<file path="src/rtl/rmc_pkg.sv">
/*
 * rmc_pkg: constants and types of the external memory channel control.
 * assumes nothing of its surroundings; imported by name only.
 */
package rmc_pkg;
    localparam int NUM_CH = 8;
    localparam int AXI_AW = 8;
    // register word indexes
    localparam logic [5:0] CH0_IDX  = 6'h00;
    localparam logic [5:0] STAT_IDX = 6'h08;
    // channel register field positions
    localparam int BASE_LSB  = 20;
    localparam int SIZE_LSB  = 16;
    localparam int PLEN_LSB  = 14;
    localparam int PWAIT_LSB = 12;
    localparam int IWAIT_LSB = 8;
    localparam int BUS16_BIT = 7;
    localparam int RDY_BIT   = 6;
    localparam int HS_BIT    = 4;
    localparam int EN_BIT    = 3;
    localparam logic [31:0] CH_RESET  = 32'h0000_0000;
    localparam logic [31:0] CH_WMASK  = 32'hffff_ffd8;
    localparam logic [5:0]  WAIT_EXT  = 6'h3f;
    localparam logic [5:0]  WAIT_EVEN = 6'h3e;
    localparam logic [3:0]  SIZE16_MAX = 4'h9;
    localparam logic [1:0]  SZ_WORD   = 2'h2;
    localparam logic [1:0]  RESP_OKAY   = 2'h0;
    localparam logic [1:0]  RESP_DECERR = 2'h3;
    localparam logic [1:0]  STRAP_SETTLE = 2'h3;
    typedef enum logic [2:0] {
        ST_IDLE = 3'b001,
        ST_BEAT = 3'b010,
        ST_FIN  = 3'b100
    } rmc_state_t;
endpackage

</file>
<file path="src/rtl/rmc_chan_decode.sv">
/*
 * rmc_chan_decode: per-channel window match and pin mode detection.
 * assumes channel registers and the access address are core_clk logic.
 */
`timescale 1ns/1ps
`default_nettype none
module rmc_chan_decode (
    input  wire logic [rmc_pkg::NUM_CH-1:0][31:0] regs,
    input  wire logic [31:0]                     addr,
    output logic      [rmc_pkg::NUM_CH-1:0]       hit,
    output logic                                 static_mode
);
    logic [rmc_pkg::NUM_CH-1:0] stat_vec;
    genvar g;
    generate
        for (g = 0; g < rmc_pkg::NUM_CH; g++) begin : g_ch
            logic [3:0]  sz;
            logic [11:0] mask;
            logic [11:0] base;
            always_comb begin
                sz = regs[g][rmc_pkg::SIZE_LSB +: 4];
                // 16-bit channels cap at 512 MB
                if (regs[g][rmc_pkg::BUS16_BIT] &&
                    sz > rmc_pkg::SIZE16_MAX) begin
                    sz = rmc_pkg::SIZE16_MAX;
                end
                // low base bits under the size are ignored
                mask = 12'hfff << sz;
                base = regs[g][rmc_pkg::BASE_LSB +: 12];
            end
            // enabled channel whose masked base matches
            assign hit[g] = regs[g][rmc_pkg::EN_BIT] &&
                ((addr[31:20] & mask) == (base & mask));
            assign stat_vec[g] = regs[g][rmc_pkg::RDY_BIT] &&
                regs[g][rmc_pkg::IWAIT_LSB];
        end
    endgenerate
    // any ready channel with low wait bit set forces static mode
    assign static_mode = |stat_vec;
endmodule // rmc_chan_decode
`default_nettype wire

</file>
<file path="src/rtl/rmc_external_memory_ctl.sv">
/*
 * rmc_external_memory_ctl: external memory channel control with an
 * AXI4-Lite register slave, boot strap capture and the access engine.
 * assumes one clock core_clk; straps and the ack/ready pin are async.
 */
// The register addresses and register access over AXI4-Lite were chosen for this implementation.
`timescale 1ns/1ps
`default_nettype none
module rmc_external_memory_ctl (
    input  wire logic                      core_clk,
    input  wire logic                      reset_n,
    input  wire logic                      s_axi_awvalid,
    output logic                           s_axi_awready,
    input  wire logic [rmc_pkg::AXI_AW-1:0] s_axi_awaddr,
    input  wire logic [2:0]                s_axi_awprot,
    input  wire logic                      s_axi_wvalid,
    output logic                           s_axi_wready,
    input  wire logic [31:0]               s_axi_wdata,
    input  wire logic [3:0]                s_axi_wstrb,
    output logic                           s_axi_bvalid,
    input  wire logic                      s_axi_bready,
    output logic      [1:0]                s_axi_bresp,
    input  wire logic                      s_axi_arvalid,
    output logic                           s_axi_arready,
    input  wire logic [rmc_pkg::AXI_AW-1:0] s_axi_araddr,
    input  wire logic [2:0]                s_axi_arprot,
    output logic                           s_axi_rvalid,
    input  wire logic                      s_axi_rready,
    output logic      [31:0]               s_axi_rdata,
    output logic      [1:0]                s_axi_rresp,
    input  wire logic                      mem_req,
    input  wire logic [31:0]               mem_addr,
    input  wire logic                      mem_write,
    input  wire logic [1:0]                mem_size,
    input  wire logic                      mem_burst,
    input  wire logic [3:0]                mem_beats,
    output logic                           mem_done,
    output logic                           mem_err,
    output logic      [rmc_pkg::NUM_CH-1:0] chan_sel_n,
    output logic                           cycle_half_speed,
    output logic                           cycle_write,
    input  wire logic                      ack_ready_in,
    output logic                           ack_ready_out,
    output logic                           ack_ready_oe,
    input  wire logic [1:0]                boot_enable_straps,
    input  wire logic                      global_half_speed_strap,
    input  wire logic                      boot_width16_strap_n,
    output logic                           system_clock_half,
    output logic                           static_pin_mode
);
    typedef struct packed {
        logic                              aw_got;
        logic [5:0]                        aw_idx;
        logic                              w_got;
        logic [31:0]                       wdata;
        logic [3:0]                        wstrb;
        logic                              bvalid;
        logic [1:0]                        bresp;
        logic                              rvalid;
        logic [31:0]                       rdata;
        logic [1:0]                        rresp;
        logic [rmc_pkg::NUM_CH-1:0][31:0]  regs;
        logic [3:0]                        strap_s1;
        logic [3:0]                        strap_s2;
        logic [1:0]                        strap_cnt;
        logic                              strap_done;
        logic                              sys_half;
        logic                              pin_s1;
        logic                              pin_s2;
        rmc_pkg::rmc_state_t               state;
        logic [2:0]                        ch;
        logic [3:0]                        total;
        logic [3:0]                        beat;
        logic [3:0]                        pos;
        logic [5:0]                        cnt;
        logic                              tick;
        logic                              ack;
        logic                              err;
        logic                              wr;
        logic [rmc_pkg::NUM_CH-1:0]        sel_n;
    } rmc_st_t;

    rmc_st_t st_r;
    rmc_st_t st_nxt;
    logic [rmc_pkg::NUM_CH-1:0] hit;
    logic        stat_mode;
    logic        hit_any;
    logic [2:0]  hit_idx;
    logic [31:0] hreg;
    logic [31:0] creg;
    logic        c_rdy;
    logic        c_page;
    logic        c_ext;
    logic        c_pin;
    logic        pin_ok;
    logic [5:0]  hwait;
    logic [3:0]  plen;

    rmc_chan_decode u_dec (
        .regs        (st_r.regs),
        .addr        (mem_addr),
        .hit         (hit),
        .static_mode (stat_mode)
    );

    // wait count loaded at the start of a bus cycle
    function automatic logic [5:0] wait_load(input logic [31:0] r,
                                             input logic fst);
        logic [5:0] comb;
        comb = {r[rmc_pkg::PWAIT_LSB +: 2], r[rmc_pkg::IWAIT_LSB +: 4]};
        if (r[rmc_pkg::RDY_BIT]) begin
            wait_load = comb & rmc_pkg::WAIT_EVEN;
        end else if (r[rmc_pkg::PLEN_LSB +: 2] != 2'h0) begin
            // first beat of a page uses initial wait
            wait_load = fst ? {2'h0, r[rmc_pkg::IWAIT_LSB +: 4]}
                            : {4'h0, r[rmc_pkg::PWAIT_LSB +: 2]};
        end else if (comb == rmc_pkg::WAIT_EXT) begin
            wait_load = 6'h00;
        end else begin
            wait_load = comb;
        end
    endfunction

    // number of bus cycles for one processor request
    function automatic logic [3:0] cycles(input logic [31:0] r,
                                          input logic brst,
                                          input logic [1:0] sz,
                                          input logic [3:0] bts);
        if (r[rmc_pkg::BUS16_BIT]) begin
            // 16-bit: word or any burst is two cycles
            cycles = (brst || sz == rmc_pkg::SZ_WORD) ? 4'h2 : 4'h1;
        end else if (brst && bts != 4'h0) begin
            cycles = bts;
        end else begin
            cycles = 4'h1;
        end
    endfunction

    always_comb begin
        hit_idx = 3'h0;
        for (int i = rmc_pkg::NUM_CH - 1; i >= 0; i--) begin
            if (hit[i]) begin
                hit_idx = 3'(i); // lowest index wins
            end
        end
        hit_any = |hit;
        hreg    = st_r.regs[hit_idx];
        creg    = st_r.regs[st_r.ch];
        c_rdy   = creg[rmc_pkg::RDY_BIT];
        c_page  = !c_rdy && creg[rmc_pkg::PLEN_LSB +: 2] != 2'h0;
        c_ext   = !c_rdy && !c_page && {creg[rmc_pkg::PWAIT_LSB +: 2],
                  creg[rmc_pkg::IWAIT_LSB +: 4]} == rmc_pkg::WAIT_EXT;
        c_pin   = c_rdy || c_ext;
        // ready is active high, ack active low
        pin_ok  = c_rdy ? st_r.pin_s2 : !st_r.pin_s2;
        plen    = 4'h1 << creg[rmc_pkg::PLEN_LSB +: 2];
        hwait   = {hreg[rmc_pkg::PWAIT_LSB +: 2],
                   hreg[rmc_pkg::IWAIT_LSB +: 4]};
    end

    always_comb begin
        st_nxt = st_r;
        st_nxt.ack = 1'b0;
        st_nxt.strap_s1 = {boot_enable_straps, global_half_speed_strap,
                           boot_width16_strap_n};
        st_nxt.strap_s2 = st_r.strap_s1;
        st_nxt.pin_s1 = ack_ready_in;
        st_nxt.pin_s2 = st_r.pin_s1;
        // straps caught once they have settled through the synchroniser
        if (!st_r.strap_done) begin
            st_nxt.strap_cnt = st_r.strap_cnt + 2'h1;
            if (st_r.strap_cnt == rmc_pkg::STRAP_SETTLE) begin
                st_nxt.strap_done = 1'b1;
                st_nxt.regs[0][rmc_pkg::EN_BIT] = st_r.strap_s2[3];
                st_nxt.regs[0][rmc_pkg::HS_BIT] = !st_r.strap_s2[2];
                st_nxt.regs[0][rmc_pkg::BUS16_BIT] = !st_r.strap_s2[0];
                if (st_r.strap_s2[3]) begin
                    // rom boot: half clock if channel 0 is half speed or the global strap is low
                    st_nxt.sys_half = !(st_r.strap_s2[2] && st_r.strap_s2[1]);
                end else begin
                    st_nxt.sys_half = !st_r.strap_s2[1];
                end
            end
        end
        // write address and data taken in either order
        if (s_axi_awvalid && s_axi_awready) begin
            st_nxt.aw_got = 1'b1;
            st_nxt.aw_idx = s_axi_awaddr[rmc_pkg::AXI_AW-1:2];
        end
        if (s_axi_wvalid && s_axi_wready) begin
            st_nxt.w_got = 1'b1;
            st_nxt.wdata = s_axi_wdata;
            st_nxt.wstrb = s_axi_wstrb;
        end
        if (st_r.aw_got && st_r.w_got) begin
            st_nxt.aw_got = 1'b0;
            st_nxt.w_got  = 1'b0;
            st_nxt.bvalid = 1'b1;
            st_nxt.bresp  = rmc_pkg::RESP_OKAY;
            if (st_r.aw_idx < 6'(rmc_pkg::NUM_CH)) begin
                // partial-word writes are dropped
                if (st_r.wstrb == 4'hf) begin
                    st_nxt.regs[st_r.aw_idx[2:0]] =
                        st_r.wdata & rmc_pkg::CH_WMASK;
                end
            end else if (st_r.aw_idx != rmc_pkg::STAT_IDX) begin
                st_nxt.bresp = rmc_pkg::RESP_DECERR;
            end
        end
        if (st_r.bvalid && s_axi_bready) begin
            st_nxt.bvalid = 1'b0;
        end
        if (s_axi_arvalid && s_axi_arready) begin
            st_nxt.rvalid = 1'b1;
            st_nxt.rresp  = rmc_pkg::RESP_OKAY;
            st_nxt.rdata  = 32'h0000_0000;
            if (s_axi_araddr[rmc_pkg::AXI_AW-1:2] <
                6'(rmc_pkg::NUM_CH)) begin
                st_nxt.rdata = st_r.regs[s_axi_araddr[4:2]];
            end else if (s_axi_araddr[rmc_pkg::AXI_AW-1:2] ==
                         rmc_pkg::STAT_IDX) begin
                st_nxt.rdata = {28'h0, st_r.state != rmc_pkg::ST_IDLE,
                    st_r.strap_done, st_r.sys_half, stat_mode};
            end else begin
                st_nxt.rresp = rmc_pkg::RESP_DECERR;
            end
        end else if (st_r.rvalid && s_axi_rready) begin
            st_nxt.rvalid = 1'b0;
        end
        // access engine
        case (st_r.state)
            rmc_pkg::ST_IDLE: begin
                if (mem_req && st_r.strap_done) begin
                    st_nxt.wr    = mem_write;
                    st_nxt.beat  = 4'h0;
                    st_nxt.pos   = 4'h0;
                    st_nxt.tick  = 1'b0;
                    st_nxt.ch    = hit_idx;
                    st_nxt.err   = !hit_any;
                    st_nxt.total = cycles(hreg, mem_burst, mem_size,
                                          mem_beats);
                    st_nxt.cnt   = wait_load(hreg, 1'b1);
                    if (hit_any) begin
                        st_nxt.state = rmc_pkg::ST_BEAT;
                        st_nxt.sel_n = ~(8'h01 << hit_idx);
                    end else begin
                        st_nxt.state = rmc_pkg::ST_FIN;
                    end
                end
            end
            rmc_pkg::ST_BEAT: begin
                // half speed steps only on every other edge
                if (creg[rmc_pkg::HS_BIT] && !st_r.tick) begin
                    st_nxt.tick = 1'b1;
                end else begin
                    st_nxt.tick = 1'b0;
                    if (st_r.cnt != 6'h00) begin
                        st_nxt.cnt = st_r.cnt - 6'h01;
                    end else if (!c_pin || pin_ok) begin
                        // internal ack only in normal and page
                        st_nxt.ack  = !c_pin;
                        st_nxt.beat = st_r.beat + 4'h1;
                        st_nxt.pos  = st_r.pos + 4'h1;
                        if (!c_page || st_r.pos + 4'h1 == plen) begin
                            st_nxt.pos = 4'h0; // new page burst
                        end
                        st_nxt.cnt = wait_load(creg, st_nxt.pos == 4'h0);
                        if (st_r.beat + 4'h1 == st_r.total) begin
                            st_nxt.state = rmc_pkg::ST_FIN;
                            st_nxt.sel_n = '1;
                        end
                    end
                end
            end
            rmc_pkg::ST_FIN: begin
                st_nxt.state = rmc_pkg::ST_IDLE;
            end
            default: begin
                st_nxt.state = rmc_pkg::ST_IDLE;
            end
        endcase
    end

    always_ff @(posedge core_clk or negedge reset_n) begin
        if (!reset_n) begin
            st_r <= '0;
            st_r.regs  <= {rmc_pkg::NUM_CH{rmc_pkg::CH_RESET}};
            st_r.state <= rmc_pkg::ST_IDLE;
            st_r.sel_n <= '1;
            st_r.pin_s1 <= 1'b1;
            st_r.pin_s2 <= 1'b1;
        end else begin
            st_r <= st_nxt;
        end
    end

    assign s_axi_awready = !st_r.aw_got && !st_r.bvalid;
    assign s_axi_wready  = !st_r.w_got && !st_r.bvalid;
    assign s_axi_bvalid  = st_r.bvalid;
    assign s_axi_bresp   = st_r.bresp;
    assign s_axi_arready = !st_r.rvalid;
    assign s_axi_rvalid  = st_r.rvalid;
    assign s_axi_rdata   = st_r.rdata;
    assign s_axi_rresp   = st_r.rresp;
    assign mem_done      = st_r.state == rmc_pkg::ST_FIN;
    assign mem_err       = mem_done && st_r.err;
    assign chan_sel_n    = st_r.sel_n;
    assign cycle_half_speed = (st_r.state == rmc_pkg::ST_BEAT) &&
                              creg[rmc_pkg::HS_BIT];
    assign cycle_write   = st_r.wr;
    assign ack_ready_out = !st_r.ack;
    // pin driven only in dynamic mode for internal ack
    assign ack_ready_oe  = !stat_mode && !c_pin &&
                           st_r.state == rmc_pkg::ST_BEAT;
    assign system_clock_half = st_r.sys_half;
    assign static_pin_mode   = stat_mode;
endmodule // rmc_external_memory_ctl
`default_nettype wire

</file>
<file path="config.mk">
export PLATFORM = sky130hd
export DESIGN_NAME = rmc_external_memory_ctl
export DESIGN_NICKNAME = d
export VERILOG_FILES = /design/src/rtl/rmc_pkg.sv /design/src/rtl/rmc_chan_decode.sv /design/src/rtl/rmc_external_memory_ctl.sv
export SDC_FILE = /design/constraint.sdc
export NUM_CORES = 1
export LEC_CHECK = 0
export BUFFER_PORTS_ARGS = -buffer_cell sky130_fd_sc_hd__buf_2
export CAP_MARGIN = 15
export CORE_MARGIN = 5
export CORE_UTILIZATION = 65
export DETAILED_ROUTE_END_ITERATION = 10
export GPL_TIMING_DRIVEN = 0
export HOLD_SLACK_MARGIN = 0.1
export PLACE_DENSITY = 0.86
export RECOVER_POWER = 25
export SYNTH_ARGS = -nofsm -noshare
export SYNTH_HDL_FRONTEND = slang
export SYNTH_SLANG_ARGS = --single-unit
export TNS_END_PERCENT = 30
</file>
<file path="constraint.sdc">
create_clock -name core_clk -period 6.93 [get_ports core_clk]
set_input_delay 1.0395 -clock core_clk [delete_from_list [all_inputs] [get_ports core_clk]]
set_output_delay 1.0395 -clock core_clk [all_outputs]
set_load 0.01 [all_outputs]
</file>
==> results of run 1 <==
worst max-delay path, delay by kind of cell (launching register included):
kind	cells	cell delay [ns]
flops	1	0.40
simple gates	2	0.52
buf+inv	3	1.33
mux	2	0.99
worst max path at each step:
| stage | from | end | cells after the start |
|---|---|---|---|
| finish | st_r[31] | ack_ready_oe | 7 |
| CTS | st_r[31] | ack_ready_oe | 7 |
| global route | st_r[31] | ack_ready_oe | 7 |
| detailed placement | mem_addr[21] | st_r[28] | 13 |
| floorplan | mem_addr[27] | st_r[17] | 12 |
| global placement | reset_n | st_r[364] | 1 |
kinds of logic (layout without fill, tap and decap cells):
family | count (synthesis) | in the layout
muxes | 388 | 388
adders and majority gates | 5 | 5
xor gates and xnor gates | 107 | 107
other | 1 | 2
buffers and inverters | 166 | 358
DFF | 349 | 349
and+or+nand+nor | 276 | 276
AOI/OAI and AO/OA | 297 | 297
layer usage:
metal  global-route usage, %  vias to the layer above  share of wire, %
li1                        -                     6177                 -
met1                    42.6                     7294                37
met2                    57.6                      740                50
met3                    5.41                      214               7.6
met4                    17.2                        0               5.9
met5                       0                        -                 0
sequential cells by signal (all words and copies together), names as in the netlist:
signal / count
chan_sel_n: 8
cycle_write: 1
s_axi_bresp: 1
s_axi_bvalid: 1
s_axi_rdata: 31
s_axi_rresp: 1
s_axi_rvalid: 1
st_nxt: 5
st_r: 299
system_clock_half: 1
metrics by stage:
stage	instance area [um2]	setup slack, ns	setup TNS [ns]
2_1_floorplan	19200	3.00	0
3_3_place_gp	20300	-1.64	-541.62
3_5_place_dp	20300	1.77	0
4_1_cts	21600	2.18	0
5_1_grt	21500	2.00	0
6_report	21500	2.11	0
cells in the mapped netlist (37+ instances only):
master    number  share of area (%)
mux4_2        76                8.9
xnor2_1       69                3.1
nor2_1        56                1.1
o21ai_0       79                2.1
xor2_1        37                1.7
buf_4         49                1.9
a21oi_1       47                1.2
dfrtp_1      338                 44
nand2_1       93                1.8
clkbuf_1      51                1.0
mux2i_1       50                2.6
mux2_2       262                 15
power by group through the flow:
| stage | clock, mW | sequential, mW | combinational [mW] |
|---|---|---|---|
| 4_1_cts | 2.03 | 2.55 | 0.839 |
| 3_5_place_dp | 0 | 2.58 | 0.832 |
| 5_1_grt | 2.12 | 2.59 | 0.903 |
| 2_1_floorplan | 0 | 2.46 | 0.569 |
| 6_report | 2.02 | 2.57 | 0.835 |
| 3_3_place_gp | 0 | 2.56 | 0.798 |
layout make-up:
cell class                 instances  area, um2
sequential                       349       8750
tap                              390        488
buffer                           138        749
antenna                            1       2.50
clock buffer                      60       1090
timing repair buffer             121        638
fill                            1981       7870
multi-input combinational       1074       9580
inverter                          28        105
clock inverter                    11        121
==> results.sh, run 1 <==
export IMPL_status="complete, but fails checks"
export IMPL_violations="max-capacitance violations, max-slew violations"
export IMPL_cts_sinks=349
export IMPL_synth_fa_ha_area_share_pct=0.320
export IMPL_grt_pass1_wl_um=87700
export IMPL_setup_viol=0
export IMPL_start_util_pct=65.3
export IMPL_utilization_pct=73.2
export IMPL_final_cell_mix="dfrtp_1 (338), mux2_2 (261), buf_2 (138)"
export IMPL_crit_slowest_cell="clkbuf_1"
export IMPL_power_switching_share_pct=30.0
export IMPL_synthArstFlopShare_pct=100
export IMPL_synth_xor_area_share_pct=4.92
export IMPL_ys_types=87
export IMPL_hold_class="flop to flop"
export IMPL_p_leak_nw=10.0
export IMPL_ant_nets=0
export IMPL_drc_errors=0
export IMPL_cts_buffers_inserted=39
export IMPL_start_kind="flop"
export IMPL_pwr_share_comb_pct=15.4
export IMPL_die_h_um=182
export IMPL_power_mw=5.42
export IMPL_postSynthAreaPerCell_um2=12.1
export IMPL_synthesis_area_um2=19200
export IMPL_ir_drop_mv=0.227
export IMPL_reg2regPathDepth=12
export IMPL_yosys_area_share_simple_pct=7.13
export IMPL_crit_fanout=10
export IMPL_yosys_register_bits=349
export IMPL_syn_inst=1589
export IMPL_pwr_share_seq_pct=47.3
export IMPL_port_buffers=119
export IMPL_htree_num_levels=2
export IMPL_reg2reg_from="st_r[167]"
export IMPL_crit_type="flop to output port"
export IMPL_worstPathArrival_ns=3.78
export IMPL_ctsRootBufferMaster="clkbuf_16"
export IMPL_hold_buffers=0
export IMPL_io_pins=168
export IMPL_switchingPower_mw=1.63
export IMPL_reg2reg_to="st_r[28]"
export IMPL_clock_latency_ns=0.55
export IMPL_fmax_ghz=0.207
export IMPL_p_clk_share_pct=37.3
export IMPL_core_area_um2=29400
export IMPL_worstMarginPinSlew_ns=2.81
export IMPL_synth_top_family_by_area="multiplexers"
export IMPL_synthMuxAreaShare_pct=26.9
export IMPL_post_cts_buffers=0
export IMPL_seq_area_frac_synth_pct=45.6
export IMPL_power_density_nw_per_um2=252
export IMPL_slew_headroom_pct=-87.2
export IMPL_dpl_cell_count=2100
export IMPL_yosysWarnings=0
export IMPL_rows=63
export IMPL_whs_path_depth=0
export IMPL_instances_no_fill=2172
export IMPL_place_hpwl_um=40500
export IMPL_synth_compound_area_share_pct=10.6
export IMPL_synth_main_ff_cell="dfrtp_1"
export IMPL_cts_resized=0
export IMPL_final_common_cell="dfrtp_1"
export IMPL_routed_wl_um=56100
export IMPL_grt_start_max_net_pins=128
export IMPL_firstDrtPassIters=7
export IMPL_fin_skew_ns=0.0245
export IMPL_p_int_mw=3.80
export IMPL_finalHoldViolCount=0
export IMPL_nets=1866
export IMPL_clk_pin_slew_ns=0.06
export IMPL_critPathMaxStageDelay_ns=0.63
export IMPL_max_cap_violations=1
export IMPL_grt_setup_unrepaired="false"
export IMPL_num_vias=14425
export IMPL_cp_cell_sequence="buf_1 > clkbuf_1 > mux4_2 > mux2i_1 > nand2_1 > nor3_1 > buf_2"
export IMPL_drt_wirelength_per_cell_um=25.8
export IMPL_end_kind="output port"
export IMPL_vias_per_cell=6.64
export IMPL_gp_congestion=0.970
export IMPL_cts_buffer_depth=3
export IMPL_hp_start="st_nxt[42]"
export IMPL_syn2layout_area_growth_pct=12.2
export IMPL_whs_ns=0.352
export IMPL_synth_enable_flop_cells=0
export IMPL_critPathRequiredTime_ns=5.89
export IMPL_grt_antenna_before_repair=1
export IMPL_grt_total_usage_pct=34.0
export IMPL_overflow=0
export IMPL_final_max_slew_viol_count=115
export IMPL_period_needed_ns=4.82
export IMPL_grt_pass1_vias=14993
export IMPL_drt_iter0_drc=1488
export IMPL_whs_endpoint="st_r[42]"
export IMPL_post_route_period_util_pct=69.6
export IMPL_die_area_um2=33100
export IMPL_cts_tree="yes"
export IMPL_dieWidth_um=182
export IMPL_drive_gt1_share_pct=35.3
export IMPL_syn_nets=1704
export IMPL_rrSetupSlack_ns=2.42
Power figures use the tool's default switching activity.
==> run 2: changes to the inputs <==
Settings changed: CORE_UTILIZATION 65 to 61, PLACE_DENSITY 0.86 to 0.81.
Clock period 6.93 ns to 4.53 ns, I/O delays scaled along.
==> run 2 against run 1 <==
Effect of this change:
- setup slack worse by 2.0 ns
- largest cell class unchanged
- power is 56% higher
- cell count is 0.46% higher
- first-iteration DRC count is 15% lower
- worst hold slack worse by 0.092 ns
- sequential cell count stayed put
- global-route usage is 2.5 points lower
- the flow still finishes with violations (max-capacitance violations, max-slew violations)
==> results.sh, run 2 (synthesis gave the netlist of run 1 again) <==
export IMPL_status="complete, but fails checks"
export IMPL_violations="max-capacitance violations, max-slew violations"
export IMPL_grt_pass1_wl_um=86700
export IMPL_die_h_um=187
export IMPL_cts_sinks=349
export IMPL_num_vias=14351
export IMPL_core_area_um2=31300
export IMPL_period_needed_ns=4.43
export IMPL_hold_class="input port to flop"
export IMPL_critPathRequiredTime_ns=4.92
export IMPL_final_cell_mix="dfrtp_1 (338), mux2_2 (262), buf_2 (138)"
export IMPL_start_util_pct=61.3
export IMPL_overflow=0
export IMPL_largest_reg_flops=299
export IMPL_ctsRootBufferMaster="clkbuf_16"
export IMPL_largest_register="st_r"
export IMPL_routed_wl_um=55500
export IMPL_max_cap_violations=1
export IMPL_firstDrtPassIters=5
export IMPL_dieWidth_um=187
export IMPL_nFillCells=2218
export IMPL_drt_wirelength_per_cell_um=25.5
export IMPL_power_density_nw_per_um2=390
export IMPL_die_area_um2=35100
export IMPL_htree_num_levels=2
export IMPL_drc_errors=0
export IMPL_whs_ns=0.260
export IMPL_drive_gt1_share_pct=35.6
export IMPL_clock_latency_ns=0.53
export IMPL_syn2layout_area_growth_pct=13.0
export IMPL_ir_drop_mv=0.268
export IMPL_final_common_cell="dfrtp_1"
export IMPL_worstPathArrival_ns=4.82
export IMPL_clk_pin_slew_ns=0.07
export IMPL_fin_ws_ns=0.101
export IMPL_post_route_period_util_pct=97.8
export IMPL_grt_antenna_before_repair=0
export IMPL_grt_start_max_net_pins=127
export IMPL_diodes=0
export IMPL_utilization_pct=69.3
export IMPL_slew_headroom_pct=-76.1
export IMPL_cts_buffer_depth=3
export IMPL_drt_iter0_drc=1267
export IMPL_ant_nets=0
export IMPL_final_max_slew_viol_count=48
export IMPL_start_kind="flop"
export IMPL_vias_per_cell=6.58
export IMPL_cts_buffers_inserted=39
export IMPL_crit_fanout=10
export IMPL_grt_setup_unrepaired="false"
export IMPL_place_hpwl_um=39900
export IMPL_fmax_ghz=0.226
export IMPL_setup_viol=0
export IMPL_nets=1868
export IMPL_rows=65
export IMPL_grt_pass1_vias=14704
export IMPL_finalHoldViolCount=0
export IMPL_port_buffers=119
export IMPL_grt_total_usage_pct=31.5
export IMPL_cts_tree="yes"
export IMPL_io_pins=168
export IMPL_fin_skew_ns=0.0112
export IMPL_worstMarginPinSlew_ns=2.64
export IMPL_end_kind="flop"
export IMPL_gp_congestion=0.974
export IMPL_dp_slack_ns=-0.224
export IMPL_crit_type="flop to flop"
export IMPL_p_leak_nw=10.1
## run 2: power by group
part | internal (mW) | switching (mW)
combinational | 0.596 | 0.671
clock | 1.98 | 1.28
sequential | 3.43 | 0.490
## run 2: layout make-up
| type | instances | area (um2) | share of cell area, % |
|---|---|---|---|
| Buffer | 138 | 751 | 3.46 |
| Tap cell | 402 | 503 | 2.32 |
| Clock inverter | 10 | 161 | 0.744 |
| Timing Repair Buffer | 123 | 671 | 3.09 |
| Sequential cell | 349 | 8750 | 40.3 |
| Clock buffer | 58 | 1150 | 5.30 |
| Multi-Input combinational cell | 1074 | 9600 | 44.3 |
| Inverter | 28 | 105 | 0.485 |
## run 2: critical path: stages, from the launching register on
cell       delay [ns]
dfrtp_1          0.52
or2_2            0.38
a21oi_1          0.18
a2111oi_0        0.09
a32oi_1          0.82
o21bai_4         0.25
a211oi_2         0.84
o31ai_1          0.19
a211o_1          0.37
a22oi_1          0.26
and4b_1          0.28
o311ai_2         0.11
## run 2: repair_timing
item,CTS,global route
hold endpoints to repair,43,0
hold buffers,1,0
setup buffers,0,0
endpoints found under the setup margin,0,9
gates resized for setup,0,4
## run 2: through the flow
step	std cells	area (um2)	power (mW)	setup TNS, ns
4_1_cts	2182	21700	8.47	0
2_1_floorplan	1589	19200	4.63	0
5_1_grt	2182	21700	8.77	0
6_report	2182	21700	8.45	0
3_3_place_gp	2110	20300	5.14	-1259.01
3_5_place_dp	2113	20400	5.21	-0.696
## run 2: per-layer routing
| layer | global-route usage, % | vias up | part of all wire, % |
|---|---|---|---|
| met3 | 4.93 | 152 | 7.3 |
| met5 | 0 | - | 0 |
| met1 | 40.8 | 7316 | 39 |
| li1 | - | 6171 | - |
| met2 | 53.3 | 712 | 50 |
| met4 | 13.2 | 0 | 4.5 |
## run 2: final timing paths
| path | startpoint | to | slack, ns | depth (start not counted) |
|---|---|---|---|---|
| setup / recovery | st_r[68] | st_r[17] | 0.10 | 11 |
| hold reg to reg | st_nxt[43] | st_r[43] | 0.35 | 0 |
| max in group asynchronous | reset_n | st_r[198] | 0.83 | 3 |
| setup reg to reg | st_r[68] | st_r[17] | 0.10 | 11 |
| hold / removal | ack_ready_in | st_nxt[36] | 0.26 | 1 |
| min in group asynchronous | reset_n | st_r[39] | 1.53 | 2 |
==> run 3: changes to the inputs <==
Settings changed: RECOVER_POWER 25 to 50.
Clock period 4.53 ns to 4.4 ns, I/O delays scaled along.
==> run 3 against run 2 <==
Effect of this change:
- the run still ends with max-capacitance violations, max-slew violations left
- clock power up 3%
- critical path depth unchanged
- register-to-register slack better by 0.06 ns
- via count up 0.30%
- critical endpoint is now st_r[12]
==> results.sh, run 3 (synthesis gave the netlist of run 1 again) <==
export IMPL_status="complete, but fails checks"
export IMPL_violations="max-capacitance violations, max-slew violations"
export IMPL_cp_num_buf_inv=0
export IMPL_rows=65
export IMPL_syn2layout_area_growth_pct=12.9
export IMPL_dpl_cell_count=2113
export IMPL_p_clk_share_pct=38.7
export IMPL_nets=1868
export IMPL_crit_fanout=10
export IMPL_drc_errors=0
export IMPL_power_mw=8.70
export IMPL_fin_ws_ns=0.158
export IMPL_core_area_um2=31300
export IMPL_end_kind="flop"
export IMPL_switchingPower_mw=2.52
export IMPL_ant_nets=0
export IMPL_fmax_ghz=0.236
export IMPL_die_h_um=187
export IMPL_critPathRequiredTime_ns=4.80
export IMPL_cts_tree="yes"
export IMPL_start_util_pct=61.3
export IMPL_ctsRootBufferMaster="clkbuf_16"
export IMPL_largest_register="st_r"
export IMPL_dieWidth_um=187
export IMPL_p_leak_nw=9.89
export IMPL_setup_viol=0
export IMPL_fin_skew_ns=0.0142
export IMPL_crit_type="flop to flop"
export IMPL_cp_cell_sequence="xnor2_1 > o211ai_1 > a211o_1 > a211oi_2 > a211oi_1 > nor2_2 > o21ai_2 > a2111oi_2 > o22ai_1 > and4bb_4 > o31ai_2"
export IMPL_whs_ns=0.238
export IMPL_pwr_share_comb_pct=14.9
export IMPL_final_common_cell="dfrtp_1"
export IMPL_stdcell_area_um2=21700
export IMPL_worstPathArrival_ns=4.64
export IMPL_grt_antenna_before_repair=0
export IMPL_firstDrtPassIters=8
export IMPL_drt_iter0_drc=1326
export IMPL_grt_pass1_wl_um=86700
export IMPL_hold_class="input port to flop"
export IMPL_routed_wl_um=55700
export IMPL_start_kind="flop"
export IMPL_largest_reg_flops=299
export IMPL_post_route_period_util_pct=96.4
export IMPL_gp_congestion=0.974
export IMPL_power_density_nw_per_um2=402
export IMPL_worstMarginPinSlew_ns=2.66
export IMPL_slew_headroom_pct=-77.2
export IMPL_power_switching_share_pct=29.0
export IMPL_max_cap_violations=1
export IMPL_diodes=0
export IMPL_dp_slack_ns=-0.334
export IMPL_nFillCells=2237
export IMPL_pwr_share_seq_pct=46.4
export IMPL_instances_no_fill=2182
export IMPL_clock_latency_ns=0.53
export IMPL_cts_buffers_inserted=39
export IMPL_crit_family="compound AO/OA/AOI/OAI gates"
export IMPL_vias_per_cell=6.60
export IMPL_clk_pin_slew_ns=0.06
export IMPL_finalHoldViolCount=0
export IMPL_num_vias=14394
export IMPL_cts_buffer_depth=3
export IMPL_period_needed_ns=4.24
export IMPL_drive_gt1_share_pct=33.1
export IMPL_final_max_slew_viol_count=48
export IMPL_ir_drop_mv=0.277
export IMPL_drt_wirelength_per_cell_um=25.5
export IMPL_grt_setup_unrepaired="false"
export IMPL_place_hpwl_um=39900
export IMPL_crit_slowest_cell="a2111oi_2"
export IMPL_final_cell_mix="dfrtp_1 (338), mux2_2 (262), clkbuf_1 (107)"
export IMPL_critPathMaxStageDelay_ns=0.76
export IMPL_die_area_um2=35100
export IMPL_htree_num_levels=2
export IMPL_placed_area_um2=20400
export IMPL_p_int_mw=6.18
export IMPL_grt_pass1_vias=14704
export IMPL_port_buffers=119
export IMPL_grt_start_max_net_pins=127
export IMPL_io_pins=168
export IMPL_overflow=0
export IMPL_setup_tns_ns=0
export IMPL_grt_total_usage_pct=31.5
export IMPL_cts_sinks=349
export IMPL_utilization_pct=69.2
## run 3: changes by cell type in the layout (fill, tap and decap cells not counted), sizes merged
| cell | change |
|---|---|
| buf | -49 |
| clkbuf | +49 |
## run 3: layer usage
layer  track usage, %  vias to the layer above  wire [um]
met2             53.3                      733      27300
met3             4.93                      173       4150
met4             13.2                        0       2810
li1                 -                     6179          -
met5                0                        -          0
met1             40.8                     7309      21500
## run 3: path summary, 6_finish.rpt
path / startpoint / to / slack (ns) / cells past startpoint
worst min register to register: st_nxt[43] / st_r[43] / 0.35 / 0
min in group asynchronous: reset_n / st_r[39] / 1.52 / 2
worst max register to register: st_r[167] / st_r[12] / 0.16 / 11
worst min-delay path: ack_ready_in / st_nxt[36] / 0.24 / 1
max in group asynchronous: reset_n / st_r[230] / 0.72 / 3
worst max-delay path: st_r[167] / st_r[12] / 0.16 / 11
## run 3: final cells by class
| type | instances | area (um2) | share of cell area, % |
|---|---|---|---|
| Clock inverter | 10 | 161 | 0.745 |
| Buffer | 138 | 754 | 3.48 |
| Timing Repair Buffer | 123 | 613 | 2.83 |
| Sequential cell | 349 | 8750 | 40.4 |
| Multi-Input combinational cell | 1074 | 9620 | 44.4 |
| Inverter | 28 | 105 | 0.485 |
| Tap cell | 402 | 503 | 2.32 |
| Clock buffer | 58 | 1150 | 5.31 |
## run 3: power by group through the flow
| stage | clock, mW | combinational, mW | sequential [mW] |
|---|---|---|---|
| global route | 3.53 | 1.41 | 4.08 |
| global placement | 0 | 1.25 | 4.04 |
| floorplan | 0 | 0.897 | 3.87 |
| CTS | 3.39 | 1.31 | 4.01 |
| detailed placement | 0 | 1.30 | 4.06 |
| finish | 3.37 | 1.30 | 4.03 |
## run 3: what timing repair did
action | 4_1_cts | 5_1_grt
buffers inserted | 0 | 0
endpoints found under the hold margin | 43 | 0
hold buffers | 1 | 0
endpoints found under the setup margin | 0 | 17
resized for setup | 0 | 12
